## src/design/swd_pkg.sv

```systemverilog
/*
  Constants, register map and types of the software watchdog timer.
  Assumes a 50 MHz system clock and a simple word-wide register port.
*/
// Notes on behaviour
// - a service is the first key write followed directly by the second key write.
// - any other value written to the service register restarts the key sequence.
// - a completed service reloads the down counter from the timing count.
// - an unserviced watchdog whose period runs out raises a system reset.
// - the enable bit gates the down counter; it is set after reset.
// - while the lock bit is set, writes to lock, enable and count are ignored.
// - the timing count is 24 bits; the counter drops once per clock.
// - a timing count of zero gives the longest timeout, a full 24-bit wrap.
// - the count register reads the live counter in its low 24 bits.
// - writes aimed at the count register are key writes; they never load the counter directly.
// - control bits outside enable, lock and timing count read as zero.
package swd_pkg;

  // register port
  localparam int ADDR_W = 32;
  localparam int DATA_W = 32;
  localparam logic [31:0] ADDR_CONTROL = 32'h8007_efc4;
  localparam logic [31:0] ADDR_SERVICE = 32'h8007_efc8;
  localparam logic [31:0] ADDR_COUNT = 32'h8007_efc8;
  localparam logic [31:0] ADDR_IRQ_STATUS = 32'h8007_efb0;
  localparam logic [31:0] ADDR_IRQ_MASK = 32'h8007_efb4;
  localparam logic [31:0] ADDR_KEY_STATE = 32'h8007_efb8;
  localparam logic [31:0] READ_ZERO = 32'h0000_0000;

  // control register layout (bit 0 of the printed layout is the msb)
  localparam int COUNT_W = 24;
  localparam int COUNT_LSB = 0;
  localparam int LOCK_BIT = 24;
  localparam int ENABLE_BIT = 25;
  localparam logic [23:0] COUNT_RESET = 24'hff_ffff;
  localparam logic [23:0] COUNT_ONE = 24'h00_0001;
  localparam logic ENABLE_RESET = 1'b1;
  localparam logic LOCK_RESET = 1'b0;

  // service keys sit in the low half of the written word
  localparam int KEY_W = 16;
  localparam logic [15:0] KEY_FIRST = 16'h556c;
  localparam logic [15:0] KEY_SECOND = 16'haa39;

  // interrupt events
  localparam int EVT_W = 4;
  localparam int EVT_TIMEOUT = 0;
  localparam int EVT_SERVICE = 1;
  localparam int EVT_BAD_KEY = 2;
  localparam int EVT_LOCKED_WR = 3;

  // length of the reset pulse driven out on a timeout
  localparam int CLK_PERIOD_NS = 20;
  localparam int RST_PULSE_NS = 320;
  localparam int RST_PULSE_CYCLES = (RST_PULSE_NS + CLK_PERIOD_NS - 1) / CLK_PERIOD_NS;
  localparam int RST_CNT_W = 8;

  typedef enum logic [1:0]
  {
    SWD_KEY_IDLE = 2'b01,
    SWD_KEY_ARMED = 2'b10
  } swd_key_state_t;

endpackage

```

## src/design/swd_top.sv

```systemverilog
/*
  Software watchdog timer: 24-bit down counter kept alive by a two-write
  key sequence, control and timing count register, live count readback,
  sticky interrupt status with mask, and a timeout reset output.
  Assumes a single-cycle register port with read data one cycle later.
*/
`timescale 1ns/1ns
module swd_top
  import swd_pkg::*;
#(
  parameter int RST_PULSE = RST_PULSE_CYCLES
)
(
  // clock and reset
  input wire logic clk_i,
  input wire logic srst_i,
  // register port
  input wire logic [swd_pkg::ADDR_W-1:0] addr_i,
  input wire logic [swd_pkg::DATA_W-1:0] wdata_i,
  input wire logic wr_i,
  input wire logic rd_i,
  output logic [swd_pkg::DATA_W-1:0] rdata_o,
  // interrupt and system reset request
  output logic irq_o,
  output logic wdog_reset_o
);

  function automatic logic hit(input logic [ADDR_W-1:0] a, input logic [ADDR_W-1:0] ref_a);
    hit = (a == ref_a);
  endfunction

  // control state
  logic wdog_enable_bit;
  logic wdog_lock_bit;
  logic [COUNT_W-1:0] timeout_reload_count;
  logic [COUNT_W-1:0] count;
  logic [COUNT_W-1:0] next_count;

  // reset pulse stretch
  logic [RST_CNT_W-1:0] rst_left;
  logic [RST_CNT_W-1:0] next_rst_left;

  // interrupt state
  logic [EVT_W-1:0] irq_status;
  logic [EVT_W-1:0] irq_mask;
  logic [EVT_W-1:0] event_pulse;

  // register decode
  logic ctrl_wr;
  logic service_wr;
  logic mask_wr;
  logic status_rd;
  logic [DATA_W-1:0] next_rdata;
  logic [DATA_W-1:0] ctrl_view;
  logic [DATA_W-1:0] count_view;
  logic [DATA_W-1:0] status_view;
  logic [DATA_W-1:0] mask_view;
  logic [DATA_W-1:0] key_view;

  // key sequence results
  logic service_hit;
  logic bad_key;
  logic key_armed;

  // counter events
  logic fire;
  logic locked_wr;

  // the service address doubles as the count register; every write there
  // is a key write, so no write path reaches the counter itself
  assign ctrl_wr = wr_i && hit(addr_i, ADDR_CONTROL);
  assign service_wr = wr_i && hit(addr_i, ADDR_SERVICE);
  assign mask_wr = wr_i && hit(addr_i, ADDR_IRQ_MASK);
  assign status_rd = rd_i && hit(addr_i, ADDR_IRQ_STATUS);
  assign locked_wr = ctrl_wr && wdog_lock_bit;

  swd_key_seq u_key_seq
  (
    .clk_i(clk_i),
    .srst_i(srst_i),
    .key_wr_i(service_wr),
    .key_i(wdata_i[KEY_W-1:0]),
    .service_o(service_hit),
    .bad_key_o(bad_key),
    .armed_o(key_armed)
  );

  // a loaded zero wraps through all ones before reaching one again, so it
  // gives the full 2^24-cycle period instead of an instant timeout
  assign fire = wdog_enable_bit && (count == COUNT_ONE);

  always_comb
  begin
    next_count = count;
    if (service_hit || fire)
      next_count = timeout_reload_count;
    else if (wdog_enable_bit)
      next_count = count - COUNT_ONE;
  end

  always_ff @(posedge clk_i)
  begin
    if (srst_i)
      count <= COUNT_RESET;
    else
      count <= next_count;
  end

  // control register: lock bit blocks all three fields, itself included,
  // so once set it only falls with the system reset
  always_ff @(posedge clk_i)
  begin
    if (srst_i)
    begin
      wdog_enable_bit <= ENABLE_RESET;
      wdog_lock_bit <= LOCK_RESET;
      timeout_reload_count <= COUNT_RESET;
    end
    else if (ctrl_wr && !wdog_lock_bit)
    begin
      wdog_enable_bit <= wdata_i[ENABLE_BIT];
      wdog_lock_bit <= wdata_i[LOCK_BIT];
      timeout_reload_count <= wdata_i[COUNT_LSB +: COUNT_W];
    end
  end

  // timeout reset pulse: a fresh timeout during a pulse restarts it
  always_comb
  begin
    next_rst_left = rst_left;
    if (fire)
      next_rst_left = RST_PULSE[RST_CNT_W-1:0];
    else if (rst_left != '0)
      next_rst_left = rst_left - {{(RST_CNT_W-1){1'b0}}, 1'b1};
  end

  always_ff @(posedge clk_i)
  begin
    if (srst_i)
    begin
      rst_left <= '0;
      wdog_reset_o <= 1'b0;
    end
    else
    begin
      rst_left <= next_rst_left;
      wdog_reset_o <= (next_rst_left != '0);
    end
  end

  // interrupt events
  assign event_pulse[EVT_TIMEOUT] = fire;
  assign event_pulse[EVT_SERVICE] = service_hit;
  assign event_pulse[EVT_BAD_KEY] = bad_key;
  assign event_pulse[EVT_LOCKED_WR] = locked_wr;

  // sticky bits: a set in the cycle of the clearing read wins
  genvar g;
  generate
    for (g = 0; g < EVT_W; g++)
    begin : g_sticky
      always_ff @(posedge clk_i)
      begin
        if (srst_i)
          irq_status[g] <= 1'b0;
        else if (event_pulse[g])
          irq_status[g] <= 1'b1;
        else if (status_rd)
          irq_status[g] <= 1'b0;
      end
    end
  endgenerate

  always_ff @(posedge clk_i)
  begin
    if (srst_i)
      irq_mask <= '0;
    else if (mask_wr)
      irq_mask <= wdata_i[EVT_W-1:0];
  end

  assign irq_o = |(irq_status & irq_mask);

  // read views, unused bits zero
  assign ctrl_view = {{(DATA_W-ENABLE_BIT-1){1'b0}}, wdog_enable_bit, wdog_lock_bit,
                      timeout_reload_count};
  assign count_view = {{(DATA_W-COUNT_W){1'b0}}, count};
  assign status_view = {{(DATA_W-EVT_W){1'b0}}, irq_status};
  assign mask_view = {{(DATA_W-EVT_W){1'b0}}, irq_mask};
  assign key_view = {{(DATA_W-1){1'b0}}, key_armed};

  always_comb
  begin
    next_rdata = READ_ZERO;
    if (hit(addr_i, ADDR_CONTROL))
      next_rdata = ctrl_view;
    else if (hit(addr_i, ADDR_COUNT))
      next_rdata = count_view;
    else if (hit(addr_i, ADDR_IRQ_STATUS))
      next_rdata = status_view;
    else if (hit(addr_i, ADDR_IRQ_MASK))
      next_rdata = mask_view;
    else if (hit(addr_i, ADDR_KEY_STATE))
      next_rdata = key_view;
  end

  // read data stand only in the cycle after the strobe
  always_ff @(posedge clk_i)
  begin
    if (srst_i)
      rdata_o <= READ_ZERO;
    else if (rd_i)
      rdata_o <= next_rdata;
    else
      rdata_o <= READ_ZERO;
  end

endmodule

```

## src/design/swd_key_seq.sv

```systemverilog
/*
  Service key sequence recogniser of the software watchdog.
  Assumes one-cycle write strobes already decoded to the service address.
*/
`timescale 1ns/1ns
module swd_key_seq
  import swd_pkg::*;
(
  // clock and reset
  input wire logic clk_i,
  input wire logic srst_i,
  // service register writes
  input wire logic key_wr_i,
  input wire logic [swd_pkg::KEY_W-1:0] key_i,
  // results
  output logic service_o,
  output logic bad_key_o,
  output logic armed_o
);
  swd_key_state_t state;
  swd_key_state_t next_state;
  logic is_first;
  logic is_second;

  assign is_first = (key_i == KEY_FIRST);
  assign is_second = (key_i == KEY_SECOND);
  assign armed_o = (state == SWD_KEY_ARMED);

  always_comb
  begin
    next_state = state;
    service_o = 1'b0;
    bad_key_o = 1'b0;
    if (key_wr_i)
    begin
      case (state)
        SWD_KEY_IDLE:
        begin
          // a lone second key is a key value, so it is not an error
          if (is_first)
            next_state = SWD_KEY_ARMED;
          else if (!is_second)
            bad_key_o = 1'b1;
        end
        SWD_KEY_ARMED:
        begin
          if (is_second)
          begin
            service_o = 1'b1;
            next_state = SWD_KEY_IDLE;
          end
          else if (!is_first)
          begin
            bad_key_o = 1'b1;
            next_state = SWD_KEY_IDLE;
          end
        end
        default:
          next_state = SWD_KEY_IDLE;
      endcase
    end
  end

  always_ff @(posedge clk_i)
  begin
    if (srst_i)
      state <= SWD_KEY_IDLE;
    else
      state <= next_state;
  end

endmodule

```

## config.mk

```make
export PLATFORM = sky130hd
export DESIGN_NAME = swd_top
export DESIGN_NICKNAME = d
export VERILOG_FILES = /design/src/design/swd_pkg.sv /design/src/design/swd_top.sv /design/src/design/swd_key_seq.sv
export SDC_FILE = /design/constraint.sdc
export NUM_CORES = 1
export LEC_CHECK = 0
export BUFFER_PORTS_ARGS = -buffer_cell sky130_fd_sc_hd__buf_4
export CORE_MARGIN = 2
export CORE_UTILIZATION = 40
export CTS_CLUSTER_DIAMETER = 50
export DETAILED_ROUTE_END_ITERATION = 6
export PLACE_DENSITY = 0.68
export SYNTH_ARGS = -nofsm -noshare
export SYNTH_HDL_FRONTEND = slang
export SYNTH_SLANG_ARGS = --single-unit
export TNS_END_PERCENT = 100
```

## constraint.sdc

```tcl
create_clock -name clk_i -period 2.93 [get_ports clk_i]
set_input_delay 0.586 -clock clk_i [delete_from_list [all_inputs] [get_ports clk_i]]
set_output_delay 0.586 -clock clk_i [all_outputs]
set_load 0.05 [all_outputs]
```

### Word-level counts from Yosys, hierarchy flattened

Cells that the tools add are included.

* bitwise gates (word level): 2
* muxes and demuxes: 27
* reductions and logical operators: 20
* equality and inequality tests: 12
* add/sub/neg operators: 2

Operators by type and width (count)
* $eq A32 B32 Y1 const B: 5
* $mux W24: 3
* $mux W26: 1
* $eq A24 B1 Y1 const B: 1
* $sub A24 B1 Y24 const B: 1
* $eq A16 B15 Y1 const B: 1
* $eq A16 B16 Y1 const B: 1
* $mux W8: 2
* $reduce_bool A8 Y1: 2
* $mux W1: 14
* $reduce_bool A2 Y1: 5
* $mux W4: 2
* $sub A8 B1 Y8 const B: 1
* $logic_and A1 B1 Y1: 7
* $mux W2: 3
* $reduce_or A6 Y1: 1
* $and A4 B4 Y4: 1
* $pmux W2 S2: 1
* $reduce_or A4 Y1: 1
* $ne A3 B3 Y1 const B: 1
* $reduce_and A3 Y1: 1
* $eq A2 B1 Y1 const B: 1
* $eq A2 B2 Y1 const B: 1
* $ne A2 B1 Y1 const B: 1
* other kinds (5): 5

* word-level logic and storage cells: 77
* bits of input ports: 68
* register bits: 101

### Logic depth before layout (Yosys ltp)

Gate-level depths: netlist (run 1).

* depth after elaboration: 6
* gate-level depth with buffers: 8
* depth with buffers taken out: 7

### By module

Synthesis (run 1) repeated with hierarchy kept, for this count alone.

* cells, all modules: 463
* area total of the unflattened synthesis: 4389.2 um^2

Modules (own cells, without submodules)
* swd_top: cells each 433, sequential area each 1861.8 um^2, times used 1, area each 4097.7 um^2
* swd_key_seq: cells each 30, sequential area each 40.0 um^2, times used 1, area each 291.5 um^2

### Worst setup path before layout (run 1)

Ideal clock, no wire load.

* kind: input-to-reg
* start: input addr_i[1] (netlist name)
* end: register timeout_reload_count[15]
* stages on the path: 8
* arrival time: 2.331 ns
* library setup time: 0.129 ns
* path buffers: 3
* setup slack: 0.470 ns
* path through: or2_1 or4_4 buf_6 nor4_2 buf_4 buf_8 mux2i_1 nand2_1

* cells in the longest elaborated chain, start to end: 3

Ends and longest elaborated chain
* start: declaration: line swd_top.sv:18 `input wire logic [swd_pkg::ADDR_W-1:0] addr_i,`
* $eq A32 B32 Y1: line swd_top.sv:29 `hit = (a == ref_a);`
* $logic_and A1 B1 Y1: line swd_top.sv:71 `assign ctrl_wr = wr_i && hit(addr_i, ADDR_CONTROL);`
* $logic_and A1 B1 Y1: line swd_top.sv:119 `else if (ctrl_wr && !wdog_lock_bit)`
* end signal: assignment: line swd_top.sv:123 `timeout_reload_count <= wdata_i[COUNT_LSB +: COUNT_W];`
* end: declaration: line swd_top.sv:35 `logic [COUNT_W-1:0] timeout_reload_count;`

Every way passes these cells.
A chain may end at the register's enable or synchronous reset.

### Final worst setup path (run 1)

* start: register count[16]
* end: register count[23]

* cells in the longest elaborated chain, start to end: 4
* elaborated cells on any way between the ends: 7

Ends and longest elaborated chain
* start: declaration: line swd_top.sv:36 `logic [COUNT_W-1:0] count;`
* start signal: assignment: line swd_top.sv:106 `count <= next_count;`
* branches (longest 4 deep; another with $sub A24 B1 Y24)

Parallel ways; which one is timed is not known. The select of a mux whose other input is x is not followed.

==> results_dict.tcl, run 1 <==
set metrics [dict create \
    slew_violations 0 \
    setup_violations 0 \
    yosysUniqueCellTypes 67 \
    gp_congestion 0.924 \
    layout-drive-gt1-share_pct 22.5 \
    r2r_setup_slack_ns 0.49 \
    grt_use_total_pct 18.8 \
    postSynthCellCount 515 \
    overflow 0 \
    grt_pass1_vias 3917 \
    core_area_um2 11400 \
    rsz0062_at_grt "false" \
    peakVddDrop_mv 0.357 \
    path_class "reg -> reg" \
    ant_nets 0 \
    worst_pin_slew_ns 0.654 \
    leakage_uw 0.00228 \
    syn_area_um2 4690 \
    finalHoldViolCount 0 \
    clock-root-buffer "clkbuf_16" \
    viasPerCell 5.59 \
    post-route-min-period_ns 2.44 \
    p_clk_share_pct 34.8 \
    ys_ff_latch 95 \
    p_int_uw 2200 \
    crit_required_ns 3.15 \
    die_h_um 112 \
    num_rows 39 \
    h-tree-depth 3 \
    fin_hold_ws_ns 0.460 \
    startpoint_type "flop" \
    synth_edf_count 0 \
    io_pins 102 \
    maxCapViolations 0 \
    switching_share_pct 28.5 \
    yosysWarningCount 0 \
    cts_tree "done" \
    post_cts_buffers 0 \
    clock_sinks 95 \
    grt_max_degree 47 \
    final_nets 673 \
    fin_skew_ns 0.0124 \
    wl_mm 11.5 \
    hpwlAfterDp_mm 8.43 \
    power_switching_uw 878 \
    first_iter_violations 237 \
    final_cell_mix "104 x buf_4, 95 x dfxtp_1, 47 x nand2_1, 46 x nor2_1, 36 x mux2i_1" \
    slew_headroom_pct 55.8 \
    vias 4174 \
    initial_utilization_pct 41.1 \
    avgSynthCellArea_um2 9.11 \
    antenna_found_initial 0 \
    syn_to_final_growth_pct 22.6 \
    cp-end-kind "flop" \
    cts.clk_slew.worst_paths_ns 0.07 \
    post_cts_hold_buffer_count 0 \
    cts_buffers 9 \
    pwr-share-seq_pct 46.2 \
    synth-main-ff-cell "dfxtp_1" \
    crit_fanout 10 \
    hold_path_class "in -> reg" \
    synth.yosys.seq_area_share_pct 40.5 \
    clk_latency_ns 0.34 \
    avgRoutedWirePerCell_um 15.4 \
    first_pass_iters 4 \
    fmax_ghz 0.409 \
    antennaDiodeCount 0 \
    final_common_cell "buf_4" \
    power.density_nw_per_um2 536 \
    critPathArrivalTime_ns 2.67 \
    die_area_um2 12600 \
    port_buffers 89 \
    status "finished clean" \
    drc_errors 0 \
    grt_pass1_wl_mm 19.5 \
    tns_ns 0 \
    finalCritPeriodShare_pct 83.4 \
    combPwrFrac_pct 19.0 \
    async_reset_ff_share_pct 0 \
    die_width_um 112 \
    cts_max_path_buffers 2 \
    cts-resized-gates 0 \
]
## cells in the mapped netlist, drive strengths merged, types with 2 or more instances
cell     number  area share [%]
a2111oi       2            0.37
a21oi        25             2.7
a221oi        3            0.56
a22o         20             3.7
a22oi         2            0.32
a31oi         3            0.40
and2          5            0.67
and3          2            0.27
and4          4            0.75
buf          21             3.4
clkbuf       16             1.3
dfxtp        95              41
ha            6             1.6
inv          15             1.2
mux2i        36             7.7
nand2        47             3.8
nand3        12             1.3
nand3b        2            0.32
nand4         9             1.2
nand4b        2            0.37
nor2         47             3.8
nor2b         2            0.27
nor3         22             2.5
nor4         15             3.4
nor4b         4            0.75
nor4bb       11             2.3
o211ai        3            0.48
o21ai        18             1.9
o311ai        6             1.3
o31a          2            0.37
o31ai         6            0.96
o32ai         2            0.37
o41a          2            0.48
or2           2            0.27
or3           4            0.64
or4           6             1.1
xnor2        11             2.1
xor2         10             1.9
## path summary, 6_finish.rpt
check / start / endpoint / cells past startpoint
max: count[16]$_SDFFE_PP1P_ / count[23]$_SDFFE_PP1P_ / 6
min reg2reg: irq_status[3]$_SDFFE_PP0P_ / irq_status[3]$_SDFFE_PP0P_ / 2
min: wdata_i[19] / timeout_reload_count[19]$_SDFFE_PP1P_ / 3
max reg2reg: count[16]$_SDFFE_PP1P_ / count[23]$_SDFFE_PP1P_ / 6
## cells by family (layout without fill, tap and decap cells)
| logic type | Yosys count | count (layout) | synth area share, % |
|---|---|---|---|
| other | 1 | 6 | 0.0799 |
| flip-flops | 95 | 95 | 40.5 |
| adder cells (fa/ha/maj) | 6 | 6 | 1.60 |
| buffers and inverters | 52 | 136 | 5.92 |
| XOR/XNOR | 21 | 21 | 3.92 |
| multiplexers | 37 | 37 | 7.92 |
| AO/OA/AOI/OAI | 103 | 103 | 15.7 |
| AND/OR/NAND/NOR | 200 | 200 | 24.4 |
## stage by stage
stage / power (µW) / setup slack, ns / utilization [%] / instances / cell area (µm²)
after floorplan: 1870 / 0.470 / - / 520 / 4710
after global placement: 2010 / 0.321 / 48.0 / 731 / 5480
after detailed placement: 2030 / 0.311 / 48.0 / 731 / 5480
after CTS: 3110 / 0.505 / 50.4 / 747 / 5750
after global routing: 3250 / 0.256 / 50.4 / 747 / 5750
final: 3080 / 0.486 / 50.4 / 747 / 5750
## layer usage
| layer | track usage (%) | part of all wire (%) | up-vias |
|---|---|---|---|
| met5 | 0 | 0 | - |
| met4 | 6.99 | 1.8 | 0 |
| met3 | 3.29 | 6.0 | 14 |
| met2 | 29.7 | 47 | 145 |
| met1 | 25.9 | 45 | 1961 |
| li1 | - | - | 2054 |
## state kept, by name, summed over array words and instances (netlist names)
name and cells:
rdata_o 26, count 24, timeout_reload_count 24, rst_left 8, irq_mask 4, irq_status 4
u_key_seq.state 2, wdog_enable_bit 1, wdog_lock_bit 1, wdog_reset_o 1
## power groups by stage
stage                     clock, µW  sequential, µW  combinational [µW]
after detailed placement          0            1450                 583
after CTS                      1100            1420                 585
after global placement            0            1450                 566
after floorplan                   0            1450                 420
final                          1070            1420                 584
after global routing           1150            1430                 667
## critical path, stage by stage, from the launching register on
cell,delay (ns)
dfxtp_1,0.37
or4_1,0.67
nor4_1,0.37
and4_1,0.48
buf_4,0.24
o21ai_0,0.09
o311ai_0,0.10
## area by class of cell
type / instances / area [µm²]
Clock buffer: 10 / 229
Clock inverter: 6 / 46.3
Fill cell: 1070 / 5670
Inverter: 15 / 56.3
Multi-Input combinational cell: 373 / 2540
Sequential cell: 95 / 1900
Tap cell: 143 / 179
Timing Repair Buffer: 105 / 801
(Power assumes the default switching activity.)
==> run 2, diff against run 1 <==
- ABC_AREA: default -> 1
- PLACE_DENSITY: 0.68 -> 0.67
- clock period: 2.93 -> 2.3 ns (I/O delays scaled with it)
==> run 2 against run 1 <==
Against the previous run:
- global-route usage rose by 2.3 points
- synthesized area up 13%
- critical path type unchanged
- sequential share of layout area shrank 3.7 points
- via count increased by 30%
- hold slack lost 0.15 ns
- cell count grew 46%
- first-iteration DRC count is 65% higher
- synthesized cell count up 60%
- clock-buffer cell count shrank 1
- largest power group unchanged
- maximum frequency up 31%
- clock skew fell by 0.0028 ns
==> results_dict.tcl, run 2 <==
set metrics [dict create \
    clock_sinks 95 \
    final_nets 987 \
    first_iter_violations 392 \
    regMostFlops "rdata_o" \
    yosys.area.top_type_share_pct 35.9 \
    grt_pass1_vias 4971 \
    critPathArrivalTime_ns 2.09 \
    crit_fanout 10 \
    post-route-min-period_ns 1.86 \
    nFillCells 1357 \
    first_pass_iters 7 \
    drc_errors 0 \
    synth-main-ff-cell "dfxtp_1" \
    overflow 0 \
    antennaDiodeCount 0 \
    cp-end-kind "flop" \
    grt_pass1_wl_mm 24.1 \
    layout-drive-gt1-share_pct 15.9 \
    fin_skew_ns 0.00956 \
    avgSynthCellArea_um2 6.43 \
    final_cell_mix "240 x nand2_1, 106 x nor2_1, 106 x buf_4, 97 x inv_1, 95 x dfxtp_1" \
    syn_area_um2 5300 \
    post_cts_hold_buffer_count 0 \
    port_buffers 89 \
    grt_max_degree 38 \
    h-tree-depth 3 \
    slew_violations 0 \
    initial_utilization_pct 40.5 \
    gp_congestion 0.936 \
    async_reset_ff_share_pct 0 \
    yosysTopAreaCell "dfxtp_1" \
    final_cell_area_um2 6480 \
    num_rows 42 \
    synth.most_common_cell "nand2_1" \
    vias 5442 \
    core_area_um2 13100 \
    finalHoldViolCount 0 \
    maxCapViolations 0 \
    multiInputGateArea_um2 2850 \
    cts_max_path_buffers 2 \
    finalCritPeriodShare_pct 81.0 \
    peakVddDrop_mv 0.427 \
    postSynthCellCount 824 \
    hold_path_class "in -> reg" \
    ant_nets 0 \
    status "finished clean" \
    synth_area_leaders "dfxtp_1 36%, nand2_1 17%, nor2_1 7.5%" \
    setup_violations 0 \
    wl_mm 14.5 \
    path_class "reg -> reg" \
    totalPowerFinal_uw 4090 \
    cts-resized-gates 0 \
    place_area_um2 6170 \
    viasPerCell 4.97 \
    crit_required_ns 2.52 \
    fin_hold_ws_ns 0.306 \
    final_common_cell "nand2_1" \
    cts.clk_slew.worst_paths_ns 0.07 \
    die_area_um2 14200 \
    largest_reg_flops 26 \
    clk_latency_ns 0.35 \
    yosysWarningCount 0 \
    ys_ff_latch 95 \
    power.density_nw_per_um2 631 \
    cts_buffers 9 \
    cts_tree "done" \
    grt_use_total_pct 21.1 \
    startpoint_type "flop" \
    synth_edf_count 0 \
    syn_to_final_growth_pct 22.2 \
    leakage_uw 0.00308 \
    yosysUniqueCellTypes 37 \
    rsz0062_at_grt "false" \
    synth.yosys.seq_area_share_pct 35.9 \
    die_h_um 119 \
    avgRoutedWirePerCell_um 13.3 \
    regArea_um2 1900 \
    post_cts_buffers 0 \
    netlist_top_cells_count "240 x nand2_1, 106 x nor2_1, 97 x inv_1" \
    antenna_found_initial 0 \
    io_pins 102 \
    fmax_ghz 0.537 \
    tns_ns 0 \
    reg_top3 "rdata_o x26, count x24, timeout_reload_count x24" \
    die_width_um 119 \
    clock-root-buffer "clkbuf_16" \
    hpwlAfterDp_mm 11.2 \
]
## run 2: routing by layer
metal	global-route usage [%]	part of all wire, %	up-vias	wire [µm]
met5	0	0	-	0
met4	4.84	1.2	0	173
met3	3.21	6.3	12	914
met2	36.5	47	165	6820
met1	27.7	46	2442	6630
li1	-	-	2823	-
## run 2: logic make-up after synthesis
group / count (synthesis) / synth area share, %
buffers and inverters: 136 / 10.7
other: 1 / 0.0708
AND/OR/NAND/NOR: 480 / 39.8
flip-flops: 95 / 35.9
adder cells (fa/ha/maj): 6 / 1.42
AO/OA/AOI/OAI: 89 / 9.33
XOR/XNOR: 17 / 2.81
## run 2: area by class of cell
cell class | instances | area share [%]
Multi-Input combinational cell | 598 | 44.0
Sequential cell | 95 | 29.4
Timing Repair Buffer | 107 | 12.6
Inverter | 102 | 5.91
Clock buffer | 9 | 3.48
Tap cell | 176 | 3.40
Clock inverter | 7 | 1.24
## run 2: where the power goes
group	total (µW)	internal [µW]	switching [µW]
clock	1540	858	681
combinational	797	314	483
sequential	1750	1710	35.6
## run 2: worst paths after layout
| kind | from | endpoint | slack (ns) | cells after the start |
|---|---|---|---|---|
| setup / recovery | count[10]$_SDFFE_PP1P_ | count[22]$_SDFFE_PP1P_ | 0.44 | 8 |
| hold / removal | wdata_i[21] | timeout_reload_count[21]$_SDFFE_PP1P_ | 0.31 | 3 |
| setup reg to reg | count[10]$_SDFFE_PP1P_ | count[22]$_SDFFE_PP1P_ | 0.44 | 8 |
| hold reg to reg | timeout_reload_count[22]$_SDFFE_PP1P_ | timeout_reload_count[22]$_SDFFE_PP1P_ | 0.48 | 2 |
## run 2: worst max-delay path: stages, from the launching register on
cell and delay (ns):
dfxtp_1 0.39, nor2_2 0.21, nand2_1 0.11, nor2_1 0.18
nand3_1 0.33, nand2_1 0.32, nand2_1 0.08, nand2_1 0.07
nand3_1 0.05
## run 2: stage by stage
step / utilization (%) / cells / setup WS (ns)
3_5_place_dp: 47.2 / 1078 / 0.169
4_1_cts: 49.5 / 1094 / 0.443
2_1_floorplan: - / 829 / 0.642
5_1_grt: 49.5 / 1094 / 0.177
3_3_place_gp: 47.2 / 1078 / 0.189
6_report: 49.5 / 1094 / 0.437
==> run 3, diff against run 2 <==
- PLACE_DENSITY: 0.67 -> 0.69
- clock period: 2.3 -> 1.61 ns (I/O delays scaled with it)
==> run 3 against run 2 <==
Against the previous run:
- final area up 18%
- via count increased by 7.8%
- clock power is 51% higher
- combinational power increased by 66%
- critical path type unchanged
- first-iteration DRC count grew 19%
- die area stayed put
- largest power group unchanged
- register-to-register slack worse by 0.41 ns
- sequential power is 43% higher
- power increased by 50%
- largest cell class unchanged
==> results_dict.tcl, run 3 (same netlist as run 2, synthesis figures left out) <==
set metrics [dict create \
    layout-drive-gt1-share_pct 30.1 \
    cts.clk_slew.worst_paths_ns 0.07 \
    regMostFlops "rdata_o" \
    die_h_um 119 \
    finalCritPeriodShare_pct 98.5 \
    wl_mm 16.6 \
    viasPerCell 4.92 \
    grt_use_total_pct 23.3 \
    syn_to_final_growth_pct 44.5 \
    clock-root-buffer "clkbuf_16" \
    setup_ws_ns 0.0248 \
    r2r_setup_slack_ns 0.02 \
    crit_required_ns 1.91 \
    cts_buffers 9 \
    final_cell_area_um2 7660 \
    crit_fanout 4 \
    path_class "reg -> reg" \
    r2r_cells 10 \
    final_cell_mix "229 x nand2_1, 190 x buf_4, 95 x inv_1, 86 x dfxtp_1, 80 x nor2_1" \
    totalPowerFinal_uw 6140 \
    crit_start "count[6]$_SDFFE_PP1P_" \
    nFillCells 1251 \
    status "finished clean" \
    tns_ns 0 \
    slew_violations 0 \
    startpoint_type "flop" \
    initial_utilization_pct 40.5 \
    dp_slack_ns -0.258 \
    leakage_uw 0.00365 \
    drc_errors 0 \
    final_common_cell "nand2_1" \
    hold_path_class "in -> reg" \
    fin_skew_ns 0.00869 \
    final_nets 1087 \
    overflow 0 \
    ant_nets 0 \
    core_area_um2 13100 \
    port_buffers 89 \
    first_pass_iters 5 \
    cp-end-kind "flop" \
    critPathArrivalTime_ns 1.89 \
    grt_pass1_wl_mm 25.9 \
    fmax_ghz 0.631 \
    finalHoldViolCount 0 \
    antennaDiodeCount 0 \
    cts_tree "done" \
    place_area_um2 6950 \
    reg_top3 "rdata_o x26, count x24, timeout_reload_count x24" \
    r2r_end "count[9]$_SDFFE_PP1P_" \
    die_width_um 119 \
    clk_latency_ns 0.36 \
    setup_violations 0 \
    h-tree-depth 3 \
    hpwlAfterDp_mm 12.3 \
    clock_sinks 95 \
    io_pins 102 \
    critPathCapture "count[9]$_SDFFE_PP1P_" \
    num_rows 42 \
    maxCapViolations 0 \
    peakVddDrop_mv 0.686 \
    antenna_found_initial 0 \
    die_area_um2 14200 \
    first_iter_violations 467 \
    gp_congestion 0.942 \
    largest_reg_flops 26 \
    cts_max_path_buffers 2 \
    timing.rr.start "count[6]$_SDFFE_PP1P_" \
    vias 5868 \
    grt_max_degree 35 \
    avgRoutedWirePerCell_um 13.9 \
    rsz0062_at_grt "true" \
    post-route-min-period_ns 1.59 \
    grt_pass1_vias 5225 \
    power.density_nw_per_um2 802 \
]
-- run 3: how the worst min path moves through the flow --
stage                                          start  cells after the start  slack, ns                                     to
3_3_place_gp   timeout_reload_count[22]$_SDFFE_PP1P_                      2       0.45  timeout_reload_count[22]$_SDFFE_PP1P_
2_1_floorplan                            wdata_i[12]                      2       0.44  timeout_reload_count[12]$_SDFFE_PP1P_
5_1_grt                                  wdata_i[21]                      3       0.17  timeout_reload_count[21]$_SDFFE_PP1P_
6_report                                 wdata_i[17]                      3       0.16  timeout_reload_count[17]$_SDFFE_PP1P_
3_5_place_dp   timeout_reload_count[22]$_SDFFE_PP1P_                      2       0.47  timeout_reload_count[22]$_SDFFE_PP1P_
4_1_cts                                  wdata_i[17]                      3       0.16  timeout_reload_count[17]$_SDFFE_PP1P_
-- run 3: repair_timing --
item / 4_1_cts / 5_1_grt
resized for setup: 22 / 75
pin swaps: 5 / 19
buffers inserted: 0 / 3
hold endpoints to repair: 0 / 0
setup endpoints to repair: 26 / 26
gates cloned: 0 / 2
hold buffers: 0 / 0
-- run 3: critical path, cell delays in order, from the launching register on --
cell and delay, ns:
dfxtp_2 0.34, buf_4 0.16, nor2_4 0.10, nand2_2 0.08
nor2_4 0.16, nand2_4 0.09, nor2_4 0.14, buf_4 0.14
xor2_1 0.20, nand2_1 0.08, nand3_1 0.06
-- run 3: metrics by stage --
| stage | instances | utilization [%] | hold WS (ns) |
|---|---|---|---|
| after floorplan | 829 | - | 0.435 |
| after global placement | 1173 | 53.1 | 0.453 |
| after detailed placement | 1173 | 53.1 | 0.466 |
| after CTS | 1188 | 56.1 | 0.161 |
| after global routing | 1193 | 58.5 | 0.171 |
| final | 1193 | 58.5 | 0.165 |
-- run 3: report_power, final --
part / switching (µW) / internal (µW) / leakage, µW / total, µW
registers: 49.0 / 2450 / 0.000766 / 2500
clock network: 930 / 1390 / 0.000147 / 2320
logic: 750 / 568 / 0.00274 / 1320
total: 1730 / 4410 / 0.00365 / 6140
-- run 3: area by class of cell --
cell class / count / area, µm² / share of cell area [%]
Multi-Input combinational cell: 598 / 3120 / 40.8
Timing Repair Buffer: 207 / 1690 / 22.1
Tap cell: 176 / 220 / 2.88
Clock inverter: 5 / 82.6 / 1.08
Inverter: 102 / 388 / 5.07
Clock buffer: 10 / 239 / 3.12
Sequential cell: 95 / 1910 / 25.0
-- run 3: per-layer routing --
layer	GRT usage, %	share of wire (%)	vias up
li1	-	-	3017
met1	30.6	44	2634
met2	38.0	47	194
met3	4.65	6.7	23
met4	8.26	2.4	0
met5	0	0	-
